<file path="config.mk">
export PLATFORM = sky130hd
export DESIGN_NAME = dhr_engine
export DESIGN_NICKNAME = d
export VERILOG_FILES = /design/src/hw/dhr_pkg.sv /design/src/hw/dhr_engine.sv
export VERILOG_INCLUDE_DIRS = /design/src /design/src/hw
export SDC_FILE = /design/constraint.sdc
export NUM_CORES = 2
export LEC_CHECK = 0
export BUFFER_PORTS_ARGS = -buffer_cell sky130_fd_sc_hd__buf_2
export CORE_MARGIN = 4
export CORE_UTILIZATION = 46
export CTS_CLUSTER_DIAMETER = 40
export DETAILED_ROUTE_END_ITERATION = 10
export GPL_TIMING_DRIVEN = 0
export SKIP_CTS_REPAIR_TIMING = 1
export SYNTH_ARGS = -nofsm -noshare
export SYNTH_HDL_FRONTEND = slang
export SYNTH_SLANG_ARGS = --single-unit
export TNS_END_PERCENT = 1
</file>
<file path="constraint.sdc">
create_clock -name clk_sys -period 139.9 [get_ports clk_sys]
set_clock_uncertainty 0.1 [all_clocks]
set_input_delay 27.98 -clock clk_sys [delete_from_list [all_inputs] [get_ports clk_sys]]
set_output_delay 27.98 -clock clk_sys [all_outputs]
set_load 0.05 [all_outputs]
</file>
<file path="src/hw/dhr_cfg.svh">
`ifndef DHR_CFG_SVH
`define DHR_CFG_SVH
// Notes on behaviour
// - feature code picks the subcommand: data, thresholds, autosave, enable, disable, status
// - unknown feature codes end in a command abort
// - D8h enables, D9h disables; the state is written to non-volatile storage
// - autosave completes and changes nothing
// - read data returns one 512-byte sector starting with version 0004h
// - bytes 2..361 hold thirty 12-byte slots, six filled
// - off-line, self-test and error logging bytes read zero
// - bytes 386..387 carry vendor content version 0002h
// - byte 396 is 1 once global wear leveling started, else 0
// - byte 397 is 1 once spares are borrowed across chips, else 0
// - spare attribute c4h, flags 0003h, value is minimum spare percentage
// - spare raw: chosen chip initial, current, then sums of both
// - status flags exceeded when spare value is below its threshold
// - erase attribute E5h, flags 0002h, life percent, raw total erases
// - status flags exceeded when erase value is below its threshold
// - total ecc attribute CBh, value 64h, raw counts all errors
// - correctable ecc attribute CCh, value 64h, raw counts corrected errors
// - ecc attributes take no part in status evaluation
// - status loads F4h/2Ch when exceeded, else 4Fh/C2h
// - read thresholds returns one sector, zero thresholds for counters
// - read count attribute E8h, value 64h, raw total flash reads
// - crc error attribute C7h, value 64h, raw udma crc errors

// register byte addresses
`define DHR_OFS_FEATURE   12'h000
`define DHR_OFS_CYL_LO    12'h004
`define DHR_OFS_CYL_HI    12'h008
`define DHR_OFS_COMMAND   12'h00C
`define DHR_OFS_STATUS    12'h010
`define DHR_OFS_DATA      12'h014
`define DHR_OFS_THRESH    12'h018
// status bit positions
`define DHR_ST_BUSY       0
`define DHR_ST_DRQ        1
`define DHR_ST_ABORT      2
`define DHR_ST_ENABLED    3
`define DHR_ST_EXCEEDED   4
// command and features
`define DHR_CMD_HEALTH    8'hB0
`define DHR_FEA_READ      8'hD0
`define DHR_FEA_THRESH    8'hD1
`define DHR_FEA_AUTOSAVE  8'hD2
`define DHR_FEA_ENABLE    8'hD8
`define DHR_FEA_DISABLE   8'hD9
`define DHR_FEA_STATUS    8'hDA
// signatures
`define DHR_SIG_LO_OK     8'h4F
`define DHR_SIG_HI_OK     8'hC2
`define DHR_SIG_LO_BAD    8'hF4
`define DHR_SIG_HI_BAD    8'h2C
// sector layout
`define DHR_STRUCT_VER    16'h0004
`define DHR_VENDOR_VER    16'h0002
`define DHR_CAPS          16'h0003
`define DHR_SLOT_FIRST    9'd2
`define DHR_SLOT_END      9'd74
`define DHR_SLOT_BYTES    9'd12
`define DHR_OFS_CAPS      9'd368
`define DHR_OFS_VVER      9'd386
`define DHR_OFS_COMMIT    9'd388
`define DHR_OFS_WLTH      9'd392
`define DHR_OFS_WEAR      9'd396
`define DHR_OFS_GBB       9'd397
`define DHR_LAST_BYTE     9'd511
// attributes
`define DHR_ID_SPARE      8'hC4
`define DHR_ID_ERASE      8'hE5
`define DHR_ID_ECC_ALL    8'hCB
`define DHR_ID_ECC_COR    8'hCC
`define DHR_ID_READS      8'hE8
`define DHR_ID_CRC        8'hC7
`define DHR_FLAGS_PREFAIL 16'h0003
`define DHR_FLAGS_ADVIS   16'h0002
`define DHR_FIXED_VALUE   8'h64
`define DHR_PERCENT       32'd100
`define DHR_WEAR_THRESH   32'd100000
`define DHR_THRESH_RESET  16'h0000
`endif

</file>
<file path="src/hw/dhr_pkg.sv">
package dhr_pkg;
  // transfer state of the sector stream
  typedef enum logic [0:0] {
    DHR_IDLE = 1'b0,
    DHR_XFER = 1'b1
  } dhr_state_type;
endpackage

</file>
<file path="src/hw/dhr_engine.sv">
`include "dhr_cfg.svh"

module dhr_engine #(
  parameter int NCHIP = 2
) (
  // clock and reset
  input  wire logic              clk_sys,
  input  wire logic              nrst,
  // apb slave
  input  wire logic              psel,
  input  wire logic              penable,
  input  wire logic              pwrite,
  input  wire logic [11:0]       paddr,
  input  wire logic [31:0]       pwdata,
  output logic      [31:0]       prdata,
  output logic                   pready,
  output logic                   pslverr,
  // health figures from the flash manager
  input  wire logic [NCHIP*16-1:0] spare_init,
  input  wire logic [NCHIP*16-1:0] spare_cur,
  input  wire logic [7:0]        life_pct,
  input  wire logic [63:0]       erase_total,
  input  wire logic [31:0]       ecc_all,
  input  wire logic [31:0]       ecc_cor,
  input  wire logic [63:0]       read_total,
  input  wire logic [31:0]       crc_errors,
  input  wire logic [31:0]       commit_cnt,
  input  wire logic [31:0]       chip_erase_max,
  input  wire logic              spare_borrowed,
  // non-volatile enable storage
  input  wire logic              nv_enabled,
  output logic                   nv_write,
  output logic                   nv_value
);

  // ************************************************************
  // helpers
  // ************************************************************
  // byte n of a little-endian word
  function automatic logic [7:0] le_byte(input logic [63:0] w, input logic [3:0] n);
    le_byte = w[{n[2:0], 3'b000} +: 8];
  endfunction

  // ************************************************************
  // state
  // ************************************************************
  logic [7:0]                feature_reg, feature_next;
  logic [7:0]                cyl_lo_reg, cyl_lo_next;
  logic [7:0]                cyl_hi_reg, cyl_hi_next;
  logic [15:0]               thresh_reg, thresh_next;
  logic                      en_reg, en_next;
  logic                      loaded_reg, loaded_next;
  logic                      abort_reg, abort_next;
  logic                      exceed_reg, exceed_next;
  logic                      thr_mode_reg, thr_mode_next;
  logic [8:0]                idx_reg, idx_next;
  logic [7:0]                sum_reg, sum_next;
  logic                      nvw_reg, nvw_next;
  dhr_pkg::dhr_state_type    state_reg, state_next;
  logic [31:0]               prdata_reg, prdata_next;
  logic                      pready_reg, pready_next;
  logic                      pslverr_reg, pslverr_next;

  // ************************************************************
  // spare block summary
  // ************************************************************
  logic [7:0]  sp_val;
  logic [15:0] sp_ch_init, sp_ch_cur;
  logic [15:0] sp_sum_init, sp_sum_cur;
  logic        exceeded;

  // minimum percentage over chips, sums over all chips
  always_comb begin
    logic [31:0] pct;
    logic [31:0] best;
    pct         = 32'h0000_0000;
    best        = `DHR_PERCENT;
    sp_ch_init  = spare_init[15:0];
    sp_ch_cur   = spare_cur[15:0];
    sp_sum_init = 16'h0000;
    sp_sum_cur  = 16'h0000;
    for (int i = 0; i < NCHIP; i++) begin
      // a chip with no spares at all counts as full to avoid dividing by zero
      if (spare_init[i*16 +: 16] == 16'h0000) begin
        pct = `DHR_PERCENT;
      end else begin
        pct = ({16'h0000, spare_cur[i*16 +: 16]} * `DHR_PERCENT)
              / {16'h0000, spare_init[i*16 +: 16]};
      end
      if (pct < best) begin
        best       = pct;
        sp_ch_init = spare_init[i*16 +: 16];
        sp_ch_cur  = spare_cur[i*16 +: 16];
      end
      sp_sum_init = sp_sum_init + spare_init[i*16 +: 16];
      sp_sum_cur  = sp_sum_cur + spare_cur[i*16 +: 16];
    end
    sp_val = best[7:0];
  end

  // only spare and erase attributes count, the ecc ones never do
  assign exceeded = (sp_val < thresh_reg[7:0])
                    || (life_pct < thresh_reg[15:8]);
  // ************************************************************
  // sector byte generator
  // ************************************************************
  logic [7:0] cur_byte;
  // byte at idx_reg of the data or threshold sector; counters are read live
  always_comb begin
    logic [8:0] rel;
    logic [3:0] slot;
    logic [3:0] ofs;
    logic [63:0] raw;
    logic [7:0]  id;
    logic [15:0] flg;
    logic [7:0]  val;
    logic [7:0]  th;
    rel  = idx_reg - `DHR_SLOT_FIRST;
    slot = 4'(rel / `DHR_SLOT_BYTES);
    ofs  = 4'(rel % `DHR_SLOT_BYTES);
    raw  = 64'h0000_0000_0000_0000;
    id   = 8'h00;
    flg  = `DHR_FLAGS_ADVIS;
    val  = `DHR_FIXED_VALUE;
    th   = 8'h00;
    case (slot)
      4'd0: begin
        id  = `DHR_ID_SPARE;
        flg = `DHR_FLAGS_PREFAIL;
        val = sp_val;
        raw = {sp_sum_cur, sp_sum_init, sp_ch_cur, sp_ch_init};
        th  = thresh_reg[7:0];
      end
      4'd1: begin
        id  = `DHR_ID_ERASE;
        val = life_pct;
        raw = erase_total;
        th  = thresh_reg[15:8];
      end
      4'd2: begin
        id  = `DHR_ID_ECC_ALL;
        raw = {32'h0000_0000, ecc_all};
      end
      4'd3: begin
        id  = `DHR_ID_ECC_COR;
        raw = {32'h0000_0000, ecc_cor};
      end
      4'd4: begin
        id  = `DHR_ID_READS;
        raw = read_total;
      end
      4'd5: begin
        id  = `DHR_ID_CRC;
        raw = {32'h0000_0000, crc_errors};
      end
      default: flg = 16'h0000;  // slots past the sixth never reach the stream
    endcase
    cur_byte = 8'h00;  // reserved, off-line, self-test and logging bytes
    if (idx_reg == `DHR_LAST_BYTE) begin
      cur_byte = 8'(-sum_reg);
    end else if (idx_reg < `DHR_SLOT_FIRST) begin
      cur_byte = le_byte({48'h0, `DHR_STRUCT_VER}, 4'(idx_reg));
    end else if (idx_reg < `DHR_SLOT_END) begin
      if (ofs == 4'd0) begin
        cur_byte = id;
      end else if (thr_mode_reg) begin
        cur_byte = (ofs == 4'd1) ? th : 8'h00;
      end else if (ofs < 4'd3) begin
        cur_byte = le_byte({48'h0, flg}, 4'(ofs - 4'd1));
      end else if (ofs == 4'd3) begin
        cur_byte = val;
      end else begin
        cur_byte = le_byte(raw, 4'(ofs - 4'd4));
      end
    end else if (!thr_mode_reg) begin
      if (idx_reg == `DHR_OFS_CAPS || idx_reg == `DHR_OFS_CAPS + 9'd1) begin
        cur_byte = le_byte({48'h0, `DHR_CAPS}, 4'(idx_reg - `DHR_OFS_CAPS));
      end else if (idx_reg == `DHR_OFS_VVER || idx_reg == `DHR_OFS_VVER + 9'd1) begin
        cur_byte = le_byte({48'h0, `DHR_VENDOR_VER}, 4'(idx_reg - `DHR_OFS_VVER));
      end else if (idx_reg >= `DHR_OFS_COMMIT && idx_reg < `DHR_OFS_WLTH) begin
        cur_byte = le_byte({32'h0, commit_cnt}, 4'(idx_reg - `DHR_OFS_COMMIT));
      end else if (idx_reg >= `DHR_OFS_WLTH && idx_reg < `DHR_OFS_WEAR) begin
        cur_byte = le_byte({32'h0, `DHR_WEAR_THRESH}, 4'(idx_reg - `DHR_OFS_WLTH));
      end else if (idx_reg == `DHR_OFS_WEAR) begin
        cur_byte = {7'h00, chip_erase_max >= `DHR_WEAR_THRESH};
      end else if (idx_reg == `DHR_OFS_GBB) begin
        cur_byte = {7'h00, spare_borrowed};
      end
    end
  end

  // ************************************************************
  // apb decode and command engine
  // ************************************************************
  logic acc_go, wr_go, rd_go, cmd_fire, data_pop;
  // a transfer takes effect on the first access cycle, answered one edge later
  assign acc_go   = psel && penable && !pready_reg;
  assign wr_go    = acc_go && pwrite;
  assign rd_go    = acc_go && !pwrite;
  assign cmd_fire = wr_go && paddr == `DHR_OFS_COMMAND && pwdata[7:0] == `DHR_CMD_HEALTH;
  assign data_pop = rd_go && paddr == `DHR_OFS_DATA && state_reg == dhr_pkg::DHR_XFER;
  // next state of registers, bus answer and sector stream
  always_comb begin
    feature_next  = feature_reg;
    cyl_lo_next   = cyl_lo_reg;
    cyl_hi_next   = cyl_hi_reg;
    thresh_next   = thresh_reg;
    en_next       = en_reg;
    loaded_next   = 1'b1;
    abort_next    = abort_reg;
    exceed_next   = exceed_reg;
    thr_mode_next = thr_mode_reg;
    idx_next      = idx_reg;
    sum_next      = sum_reg;
    nvw_next      = 1'b0;
    state_next    = state_reg;
    prdata_next   = prdata_reg;
    pready_next   = acc_go;
    pslverr_next  = 1'b0;
    // catch the stored enable once, the cycle after reset releases
    if (!loaded_reg) begin
      en_next = nv_enabled;
    end
    if (wr_go) begin
      if (paddr == `DHR_OFS_FEATURE) begin
        feature_next = pwdata[7:0];
      end else if (paddr == `DHR_OFS_CYL_LO) begin
        cyl_lo_next = pwdata[7:0];
      end else if (paddr == `DHR_OFS_CYL_HI) begin
        cyl_hi_next = pwdata[7:0];
      end else if (paddr == `DHR_OFS_THRESH) begin
        thresh_next = pwdata[15:0];
      end else if (paddr != `DHR_OFS_COMMAND) begin
        pslverr_next = 1'b1;  // status and data are read-only, the rest unmapped
      end
    end
    if (rd_go) begin
      prdata_next = 32'h0000_0000;
      if (paddr == `DHR_OFS_FEATURE) begin
        prdata_next[7:0] = feature_reg;
      end else if (paddr == `DHR_OFS_CYL_LO) begin
        prdata_next[7:0] = cyl_lo_reg;
      end else if (paddr == `DHR_OFS_CYL_HI) begin
        prdata_next[7:0] = cyl_hi_reg;
      end else if (paddr == `DHR_OFS_THRESH) begin
        prdata_next[15:0] = thresh_reg;
      end else if (paddr == `DHR_OFS_STATUS) begin
        prdata_next[`DHR_ST_DRQ]      = state_reg == dhr_pkg::DHR_XFER;
        prdata_next[`DHR_ST_ABORT]    = abort_reg;
        prdata_next[`DHR_ST_ENABLED]  = en_reg;
        prdata_next[`DHR_ST_EXCEEDED] = exceed_reg;
      end else if (paddr == `DHR_OFS_DATA) begin
        // reading with no sector pending returns zero and no error
        if (data_pop) begin
          prdata_next[7:0] = cur_byte;
          sum_next         = sum_reg + cur_byte;
          idx_next         = idx_reg + 9'd1;
          if (idx_reg == `DHR_LAST_BYTE) begin
            state_next = dhr_pkg::DHR_IDLE;  // exactly one sector
          end
        end
      end else if (paddr != `DHR_OFS_COMMAND) begin
        pslverr_next = 1'b1;
      end
    end
    // a new command drops any unfinished sector
    if (cmd_fire) begin
      abort_next = 1'b0;
      state_next = dhr_pkg::DHR_IDLE;
      idx_next   = 9'd0;
      sum_next   = 8'h00;
      // while disabled only the enable subcommand is accepted
      if (!en_reg && feature_reg != `DHR_FEA_ENABLE) begin
        abort_next = 1'b1;
      end else begin
        case (feature_reg)
          `DHR_FEA_READ, `DHR_FEA_THRESH: begin
            state_next    = dhr_pkg::DHR_XFER;
            thr_mode_next = feature_reg == `DHR_FEA_THRESH;
          end
          `DHR_FEA_AUTOSAVE: begin
            // data is always current, nothing to store
          end
          `DHR_FEA_ENABLE, `DHR_FEA_DISABLE: begin
            en_next  = feature_reg == `DHR_FEA_ENABLE;
            nvw_next = 1'b1;
          end
          `DHR_FEA_STATUS: begin
            exceed_next = exceeded;
            cyl_lo_next = exceeded ? `DHR_SIG_LO_BAD : `DHR_SIG_LO_OK;
            cyl_hi_next = exceeded ? `DHR_SIG_HI_BAD : `DHR_SIG_HI_OK;
          end
          default: begin
            abort_next = 1'b1;
          end
        endcase
      end
    end
  end

  // register stage
  always_ff @(posedge clk_sys) begin
    if (!nrst) begin
      feature_reg  <= 8'h00;
      cyl_lo_reg   <= 8'h00;
      cyl_hi_reg   <= 8'h00;
      thresh_reg   <= `DHR_THRESH_RESET;
      en_reg       <= 1'b0;
      loaded_reg   <= 1'b0;
      abort_reg    <= 1'b0;
      exceed_reg   <= 1'b0;
      thr_mode_reg <= 1'b0;
      idx_reg      <= 9'd0;
      sum_reg      <= 8'h00;
      nvw_reg      <= 1'b0;
      state_reg    <= dhr_pkg::DHR_IDLE;
      prdata_reg   <= 32'h0000_0000;
      pready_reg   <= 1'b0;
      pslverr_reg  <= 1'b0;
    end else begin
      feature_reg  <= feature_next;
      cyl_lo_reg   <= cyl_lo_next;
      cyl_hi_reg   <= cyl_hi_next;
      thresh_reg   <= thresh_next;
      en_reg       <= en_next;
      loaded_reg   <= loaded_next;
      abort_reg    <= abort_next;
      exceed_reg   <= exceed_next;
      thr_mode_reg <= thr_mode_next;
      idx_reg      <= idx_next;
      sum_reg      <= sum_next;
      nvw_reg      <= nvw_next;
      state_reg    <= state_next;
      prdata_reg   <= prdata_next;
      pready_reg   <= pready_next;
      pslverr_reg  <= pslverr_next;
    end
  end

  // outputs straight from flip-flops
  assign prdata   = prdata_reg;
  assign pready   = pready_reg;
  assign pslverr  = pslverr_reg;
  assign nv_write = nvw_reg;
  assign nv_value = en_reg;
endmodule // dhr_engine

</file>
=== Word-level counts from Yosys, hierarchy flattened ===
Index checks and enable logic that the tools add are counted.

* Register bits after elaboration: 82
* Output and inout port bits: 36
* Input port bits: 411
* Logic and storage cells: 221

* Divide/modulo/power cells: 4
* Shifts and indexed selects: 7
* Bitwise logic cells: 8
* Multiplexer cells: 88
* Reductions and logical operators: 38
* Eq/ne operators: 34
* Multipliers: 2
* Magnitude comparators: 12
* $add $sub $neg: 12

{| class="wikitable"
|+ Operators by type and width
! operator !! number
|-
| $pmux 64 s6 || 1
|-
| $mux 8 || 39
|-
| $shiftx 64x7->8 const A || 4
|-
| $shiftx 64x7->8 || 3
|-
| $mux 32 || 3
|-
| $div 23x16->32 || 2
|-
| $eq 9x9->1 const B || 7
|-
| $eq 8x8->1 const B || 7
|-
| $pmux 8 s6 || 1
|-
| $mul 16x5->21 const B || 2
|-
| $mux 1 || 37
|-
| $eq 12x5->1 const B || 3
|-
| $add 16x16->16 || 2
|-
| $ge 32x17->1 const B || 1
|-
| $logic_not 16->1 || 2
|-
| $lt 32x32->1 || 1
|-
| $lt 32x7->1 const B || 1
|-
| $mux 16 || 2
|-
| $pmux 8 s2 || 2
|-
| $eq 12x4->1 const B || 2
|-
| $ge 9x9->1 const B || 2
|-
| $lt 9x9->1 const B || 2
|-
| $lt 8x8->1 || 2
|-
| $eq 12x3->1 const B || 1
|-
| 37 further kinds || 76
|}

=== Logic depth before layout (Yosys ltp) ===
* Depth after elaboration: 23
* Mapped depth: 519
* Depth with buffers taken out: 477

=== Least setup slack after synthesis ===
No wires, ideal clock.

* Kind: input to register
* Start: in spare_cur[17]
* End: reg sum_reg[7]
* Slack: 13.675 ns
* Buffers on the path: 51
* Stages on the path: 478
* Required time: 139.673 ns
* Data arrival time: 125.998 ns
* Library setup time: 0.127 ns
* Path through: inv_1 > ha_1 > ha_1 > ha_1 > inv_1 > fa_1 > nand2b_1 > a211oi_2 > nor2_1 > xnor2_1 > nor4_1 > and2_1 > clkbuf_1 > and3_1 > ha_1 > o21ai_0 > a21oi_1 > nand4_1 > [442 not listed] > buf_8 > mux2i_1 > o221ai_1 > and4_1 > nor3_1 > o41ai_1 > and2_1 > ha_1 > a21o_1 > a21o_1 > a21o_1 > a21oi_1 > nor2b_1 > o21ai_0 > nand2_1 > or3_2 > o21ai_0 > o41ai_1

* Word-level cells in the longest chain between the ends: 15
* Elaborated cells between the ends (all ways): 19

{| class="wikitable"
|+ Ends and longest elaborated chain
! what !! line !! RTL
|-
| start: declaration || dhr_engine.sv:20 || <nowiki>input wire logic [NCHIP*16-1:0] spare_cur,</nowiki>
|-
| $mul 16x5->21 (no line) || n/a ||
|-
| $div 23x16->32 || dhr_engine.sv:87 || <nowiki>pct = ({16'h0000, spare_cur[i*16 +: 16]} * `DHR_PERCENT)</nowiki>
|-
| $mux 32 || dhr_engine.sv:84 || <nowiki>if (spare_init[i*16 +: 16] == 16'h0000) begin</nowiki>
|-
| $lt 32x32->1 || dhr_engine.sv:90 || <nowiki>if (pct < best) begin</nowiki>
|-
| $mux 16 || dhr_engine.sv:90 ||
|-
| $pmux 64 s6 || dhr_engine.sv:126 || <nowiki>case (slot)</nowiki>
|-
| $shiftx 64x7->8 || dhr_engine.sv:41 || <nowiki>le_byte = w[{n[2:0], 3'b000} +: 8];</nowiki>
|-
| $mux 8 * || dhr_engine.sv:170 || <nowiki>end else if (ofs == 4'd3) begin</nowiki>
|-
| $mux 8 * || dhr_engine.sv:168 || <nowiki>end else if (ofs < 4'd3) begin</nowiki>
|-
| $mux 8 * || dhr_engine.sv:166 || <nowiki>end else if (thr_mode_reg) begin</nowiki>
|-
| $mux 8 * || dhr_engine.sv:164 || <nowiki>if (ofs == 4'd0) begin</nowiki>
|-
| $mux 8 * || dhr_engine.sv:163 || <nowiki>end else if (idx_reg < `DHR_SLOT_END) begin</nowiki>
|-
| $mux 8 * || dhr_engine.sv:161 || <nowiki>end else if (idx_reg < `DHR_SLOT_FIRST) begin</nowiki>
|-
| $mux 8 * || dhr_engine.sv:159 || <nowiki>if (idx_reg == `DHR_LAST_BYTE) begin</nowiki>
|-
| $add 8x8->8 * || dhr_engine.sv:256 || <nowiki>sum_next = sum_reg + cur_byte;</nowiki>
|-
| end signal: assignment || dhr_engine.sv:331 || <nowiki>sum_reg <= sum_next;</nowiki>
|-
| end: declaration || dhr_engine.sv:57 || <nowiki>logic [7:0] sum_reg, sum_next;</nowiki>
|}

Every way passes the cells marked *; elsewhere a longest branch is shown, timed or not.
A chain may end at the register's enable or synchronous reset.

=== Worst setup path after layout ===
* Start: in spare_cur[2]
* End: reg sum_reg[7]

* Word-level cells in the longest chain between the ends: 17
* Elaborated cells between the ends (all ways): 21

{| class="wikitable"
|+ Ends and longest elaborated chain
! what !! line
|-
| $mul 16x5->21 (no line) || n/a
|-
| $div 23x16->32 || dhr_engine.sv:87
|-
| $mux 32 || dhr_engine.sv:84
|-
| $lt 32x7->1 || dhr_engine.sv:90
|-
| $mux 32 || dhr_engine.sv:90
|-
| $lt 32x32->1 || dhr_engine.sv:90
|-
| $mux 16 || dhr_engine.sv:90
|-
| $pmux 64 s6 || dhr_engine.sv:126
|-
| $shiftx 64x7->8 || dhr_engine.sv:41
|-
| $mux 8 * || dhr_engine.sv:170
|-
| $mux 8 * || dhr_engine.sv:168
|-
| $mux 8 * || dhr_engine.sv:166
|-
| $mux 8 * || dhr_engine.sv:164
|-
| $mux 8 * || dhr_engine.sv:163
|-
| $mux 8 * || dhr_engine.sv:161
|-
| $mux 8 * || dhr_engine.sv:159
|-
| $add 8x8->8 * || dhr_engine.sv:256
|}

Marked as above.

==> reports/results.tsv <==
stage	metric	value	unit
place	dp_slack	-9.938	ns
timing	finalCritPeriodShare	0.9587	
critical_path	crit_type	in -> reg	
critical_path	slowest_stage	or4_1	
critical_path	crit_fanout	19	
floorplan	coreArea	133600	sq um
global_routing	grt_pass1_wl	374300	um
detailed_routing	ant_nets	0	
timing	finalMaxSlewViolations	0	
place	portBuffers	405	
detailed_routing	firstDrtPassIters	8	
hold_path	hold_end	exceed_reg$_SDFFE_PN0P_	
synth	yosysWarningCount	0	
detailed_routing	wl	247000	um
critical_path	cp-start-kind	input port	
critical_path	worstPathRequired	140.04	ns
detailed_routing	avgViaCountPerCell	6.418	
clock_tree	clock-sinks	82	
hold_path	holdPathStages	2	
synth	ys_seq_elements	82	
synth	ys.flop_type	dfxtp_1	
critical_path	r2r_start	idx_reg[1]$_SDFFE_PP0P_	
finish	layout-drive-gt1-share	0.1647	
global_routing	grt_pass1_vias	64406	
floorplan	die_area	140700	sq um
synth	synth_edf_count	0	
clock_tree	clkSlewWorstSetupHoldPaths	0.07	ns
timing	finalSetupViolCount	0	
synth	synth_top_area_share	0.1997	
synth	netlist_instances	8584	
synth	synth_top_area_cell	ha_1	
timing	worst_pin_slew	1.465	ns
clock_tree	clockBufferDepth	2	
finish	area_growth	11.25	%
critical_path	reg2reg_depth	57	
timing	hold_ws	0.3751	ns
place	placed_cell_area	66570	sq um
hold_path	hold_class	reg -> reg	
floorplan	die_x	375.1	um
clock_tree	clock_latency	0.36	ns
finish	fin_nets	10577	
timing	clock.fmax	7.456	MHz
critical_path	worstReg2RegEnd	sum_reg[7]$_SDFFE_PP0P_	
global_routing	grt_use_total	0.3293	
timing	hold_viol	0	
detailed_routing	vias	70146	
detailed_routing	drc	0	
global_routing	grt_max_degree	32	
synth	async_flop_share	0	
synth	syn_avg_cell_area	7.220	sq um
timing	fin_setup_tns	0	ns
critical_path	cp_common_cell	o21a_1	
critical_path	critPathMaxStageDelay	0.62	ns
timing	relSlewSlack	0.02241	
detailed_routing	wire_per_inst	22.60	um
hold_path	hold_start	exceed_reg$_SDFFE_PN0P_	
timing	fin_crit	134.13	ns
timing	timing.final.ws_setup	5.773	ns
global_routing	globalRoute.totalOverflow	0	
critical_path	reg2reg_slack	123.22	ns
clock_tree	numCtsBuffers	9	
floorplan	start_util	0.4638	
clock_tree	root_buffer	clkbuf_16	
critical_path	arrival	134.27	ns
place	dpl.hpwl	202400	um
finish	num-fill-cells	13432	
clock_tree	cts_tree	built	
flow_run	max_cap_viol_count	0	
run_status	status	completed	
synth	ys_seq_area_frac	0.02649	
critical_path	critPathCaptureType	flip-flop	
floorplan	ioPinCount	447	
finish	final_design_area_no_fill	68950	sq um
place	gp_congestion	0.9967	
synth	synth_area	61980	sq um
clock_tree	cts_max_level	3	
synth	synth_cell_type_count	178	
floorplan	die_h	375.1	um
synth	ys_top_cells_by_area	ha_1, o21a_1, a21oi_1	
floorplan	num_rows	134	
global_routing	grt_antenna_before_repair	13	
detailed_routing	drtIter0Drc	6067	
==> worst max-delay path by stage <==
| stage | depth (start not counted) | endpoint | slack (ns) | startpoint |
|---|---|---|---|---|
| after floorplan | 478 | sum_reg[7]$_SDFFE_PP0P_ | 13.67 | spare_cur[17] |
| after global placement | 481 | sum_reg[7]$_SDFFE_PP0P_ | -9.12 | spare_cur[17] |
| after detailed placement | 481 | sum_reg[7]$_SDFFE_PP0P_ | -9.94 | spare_cur[17] |
| after CTS | 481 | sum_reg[7]$_SDFFE_PP0P_ | -10.08 | spare_cur[17] |
| after global routing | 486 | sum_reg[7]$_SDFFE_PP0P_ | -0.22 | spare_cur[17] |
| final | 500 | sum_reg[7]$_SDFFE_PP0P_ | 5.77 | spare_cur[2] |
==> layout make-up <==
cell class | instances | area (sq um) | share of cell area
sequential | 82 | 1642 | 0.02381
tap | 1768 | 2212 | 0.03208
clock buffer | 10 | 239.0 | 0.003466
clock inverter | 6 | 47.55 | 0.0006896
inverter | 312 | 1190 | 0.01726
antenna | 6 | 15.01 | 0.0002178
buffer | 267 | 1898 | 0.02753
timing repair buffer | 512 | 2963 | 0.04297
multi-input combinational | 7966 | 58740 | 0.8520
==> per-stage QoR <==
step | cells | utilization
2_1_floorplan | 8632 | -
3_3_place_gp | 10805 | 0.4969
3_5_place_dp | 10812 | 0.4982
4_1_cts | 10828 | 0.5003
5_1_grt | 10927 | 0.5159
6_report | 10929 | 0.5160
==> per-layer routing <==
| layer | global-route usage | wire (um) | up-vias |
|---|---|---|---|
| li1 | - | - | 33838 |
| met1 | 0.4458 | 109700 | 33285 |
| met2 | 0.5311 | 107500 | 2553 |
| met3 | 0.03392 | 17200 | 466 |
| met4 | 0.1405 | 12610 | 4 |
| met5 | 0 | 27 | - |
==> cell families after synthesis <==
logic type	count (synthesis)	share of synthesized area
other cells	2	0.0001212
buf+inv	585	0.04712
mux	404	0.07165
xor+xnor	444	0.06323
fa+ha+maj	1016	0.2084
flops	82	0.02649
compound gates	2854	0.3243
simple gates	3197	0.2587
==> placed cells by master, fill, tap and decap left out, types with 44 or more instances in the layout <==
cell type / n
a221oi_1: 48
a31oi_1: 90
o21ai_0: 395
buf_4: 120
a21oi_1: 564
or3_1: 96
a21o_1: 200
and3_1: 76
o31ai_1: 186
mux2i_1: 180
inv_1: 283
buf_2: 428
nand3_1: 184
or2_2: 108
conb_1: 50
nor3_1: 458
nand4_1: 99
nand2_1: 788
nor4_1: 66
clkbuf_2: 44
xor2_1: 163
o21a_1: 408
and2_1: 75
nor2_1: 734
o211ai_1: 101
nor2b_1: 115
ha_1: 989
clkbuf_1: 70
mux2_2: 198
nand2b_1: 95
o221ai_1: 47
a211oi_1: 62
o21ai_1: 54
o21bai_1: 49
dfxtp_1: 82
xnor2_1: 274
==> worst max-delay path, delay by kind of cell <==
kind,cells,cell delay (ns)
XOR/XNOR,1,0.26
adder cells (fa/ha/maj),37,11.41
buffers and inverters,58,11.23
multiplexers,10,3.41
AND/OR/NAND/NOR,114,22.05
AO/OA/AOI/OAI,280,57.60
==> synth_stat cells, types with 101 or more instances <==
master and count:
a21o_1 200, a21oi_1 599, clkbuf_1 147, ha_1 989
inv_1 308, mux2_2 198, mux2i_1 185, nand2_1 794
nand3_1 186, nor2_1 748, nor2b_1 117, nor3_1 470
o211ai_1 101, o21a_1 408, o21ai_0 414, o31ai_1 188
or2_2 108, xnor2_1 276, xor2_1 164
Power is left out: the tool's default activity adds up to more than one toggle a clock period on the data nets, which glitch-free logic cannot reach.
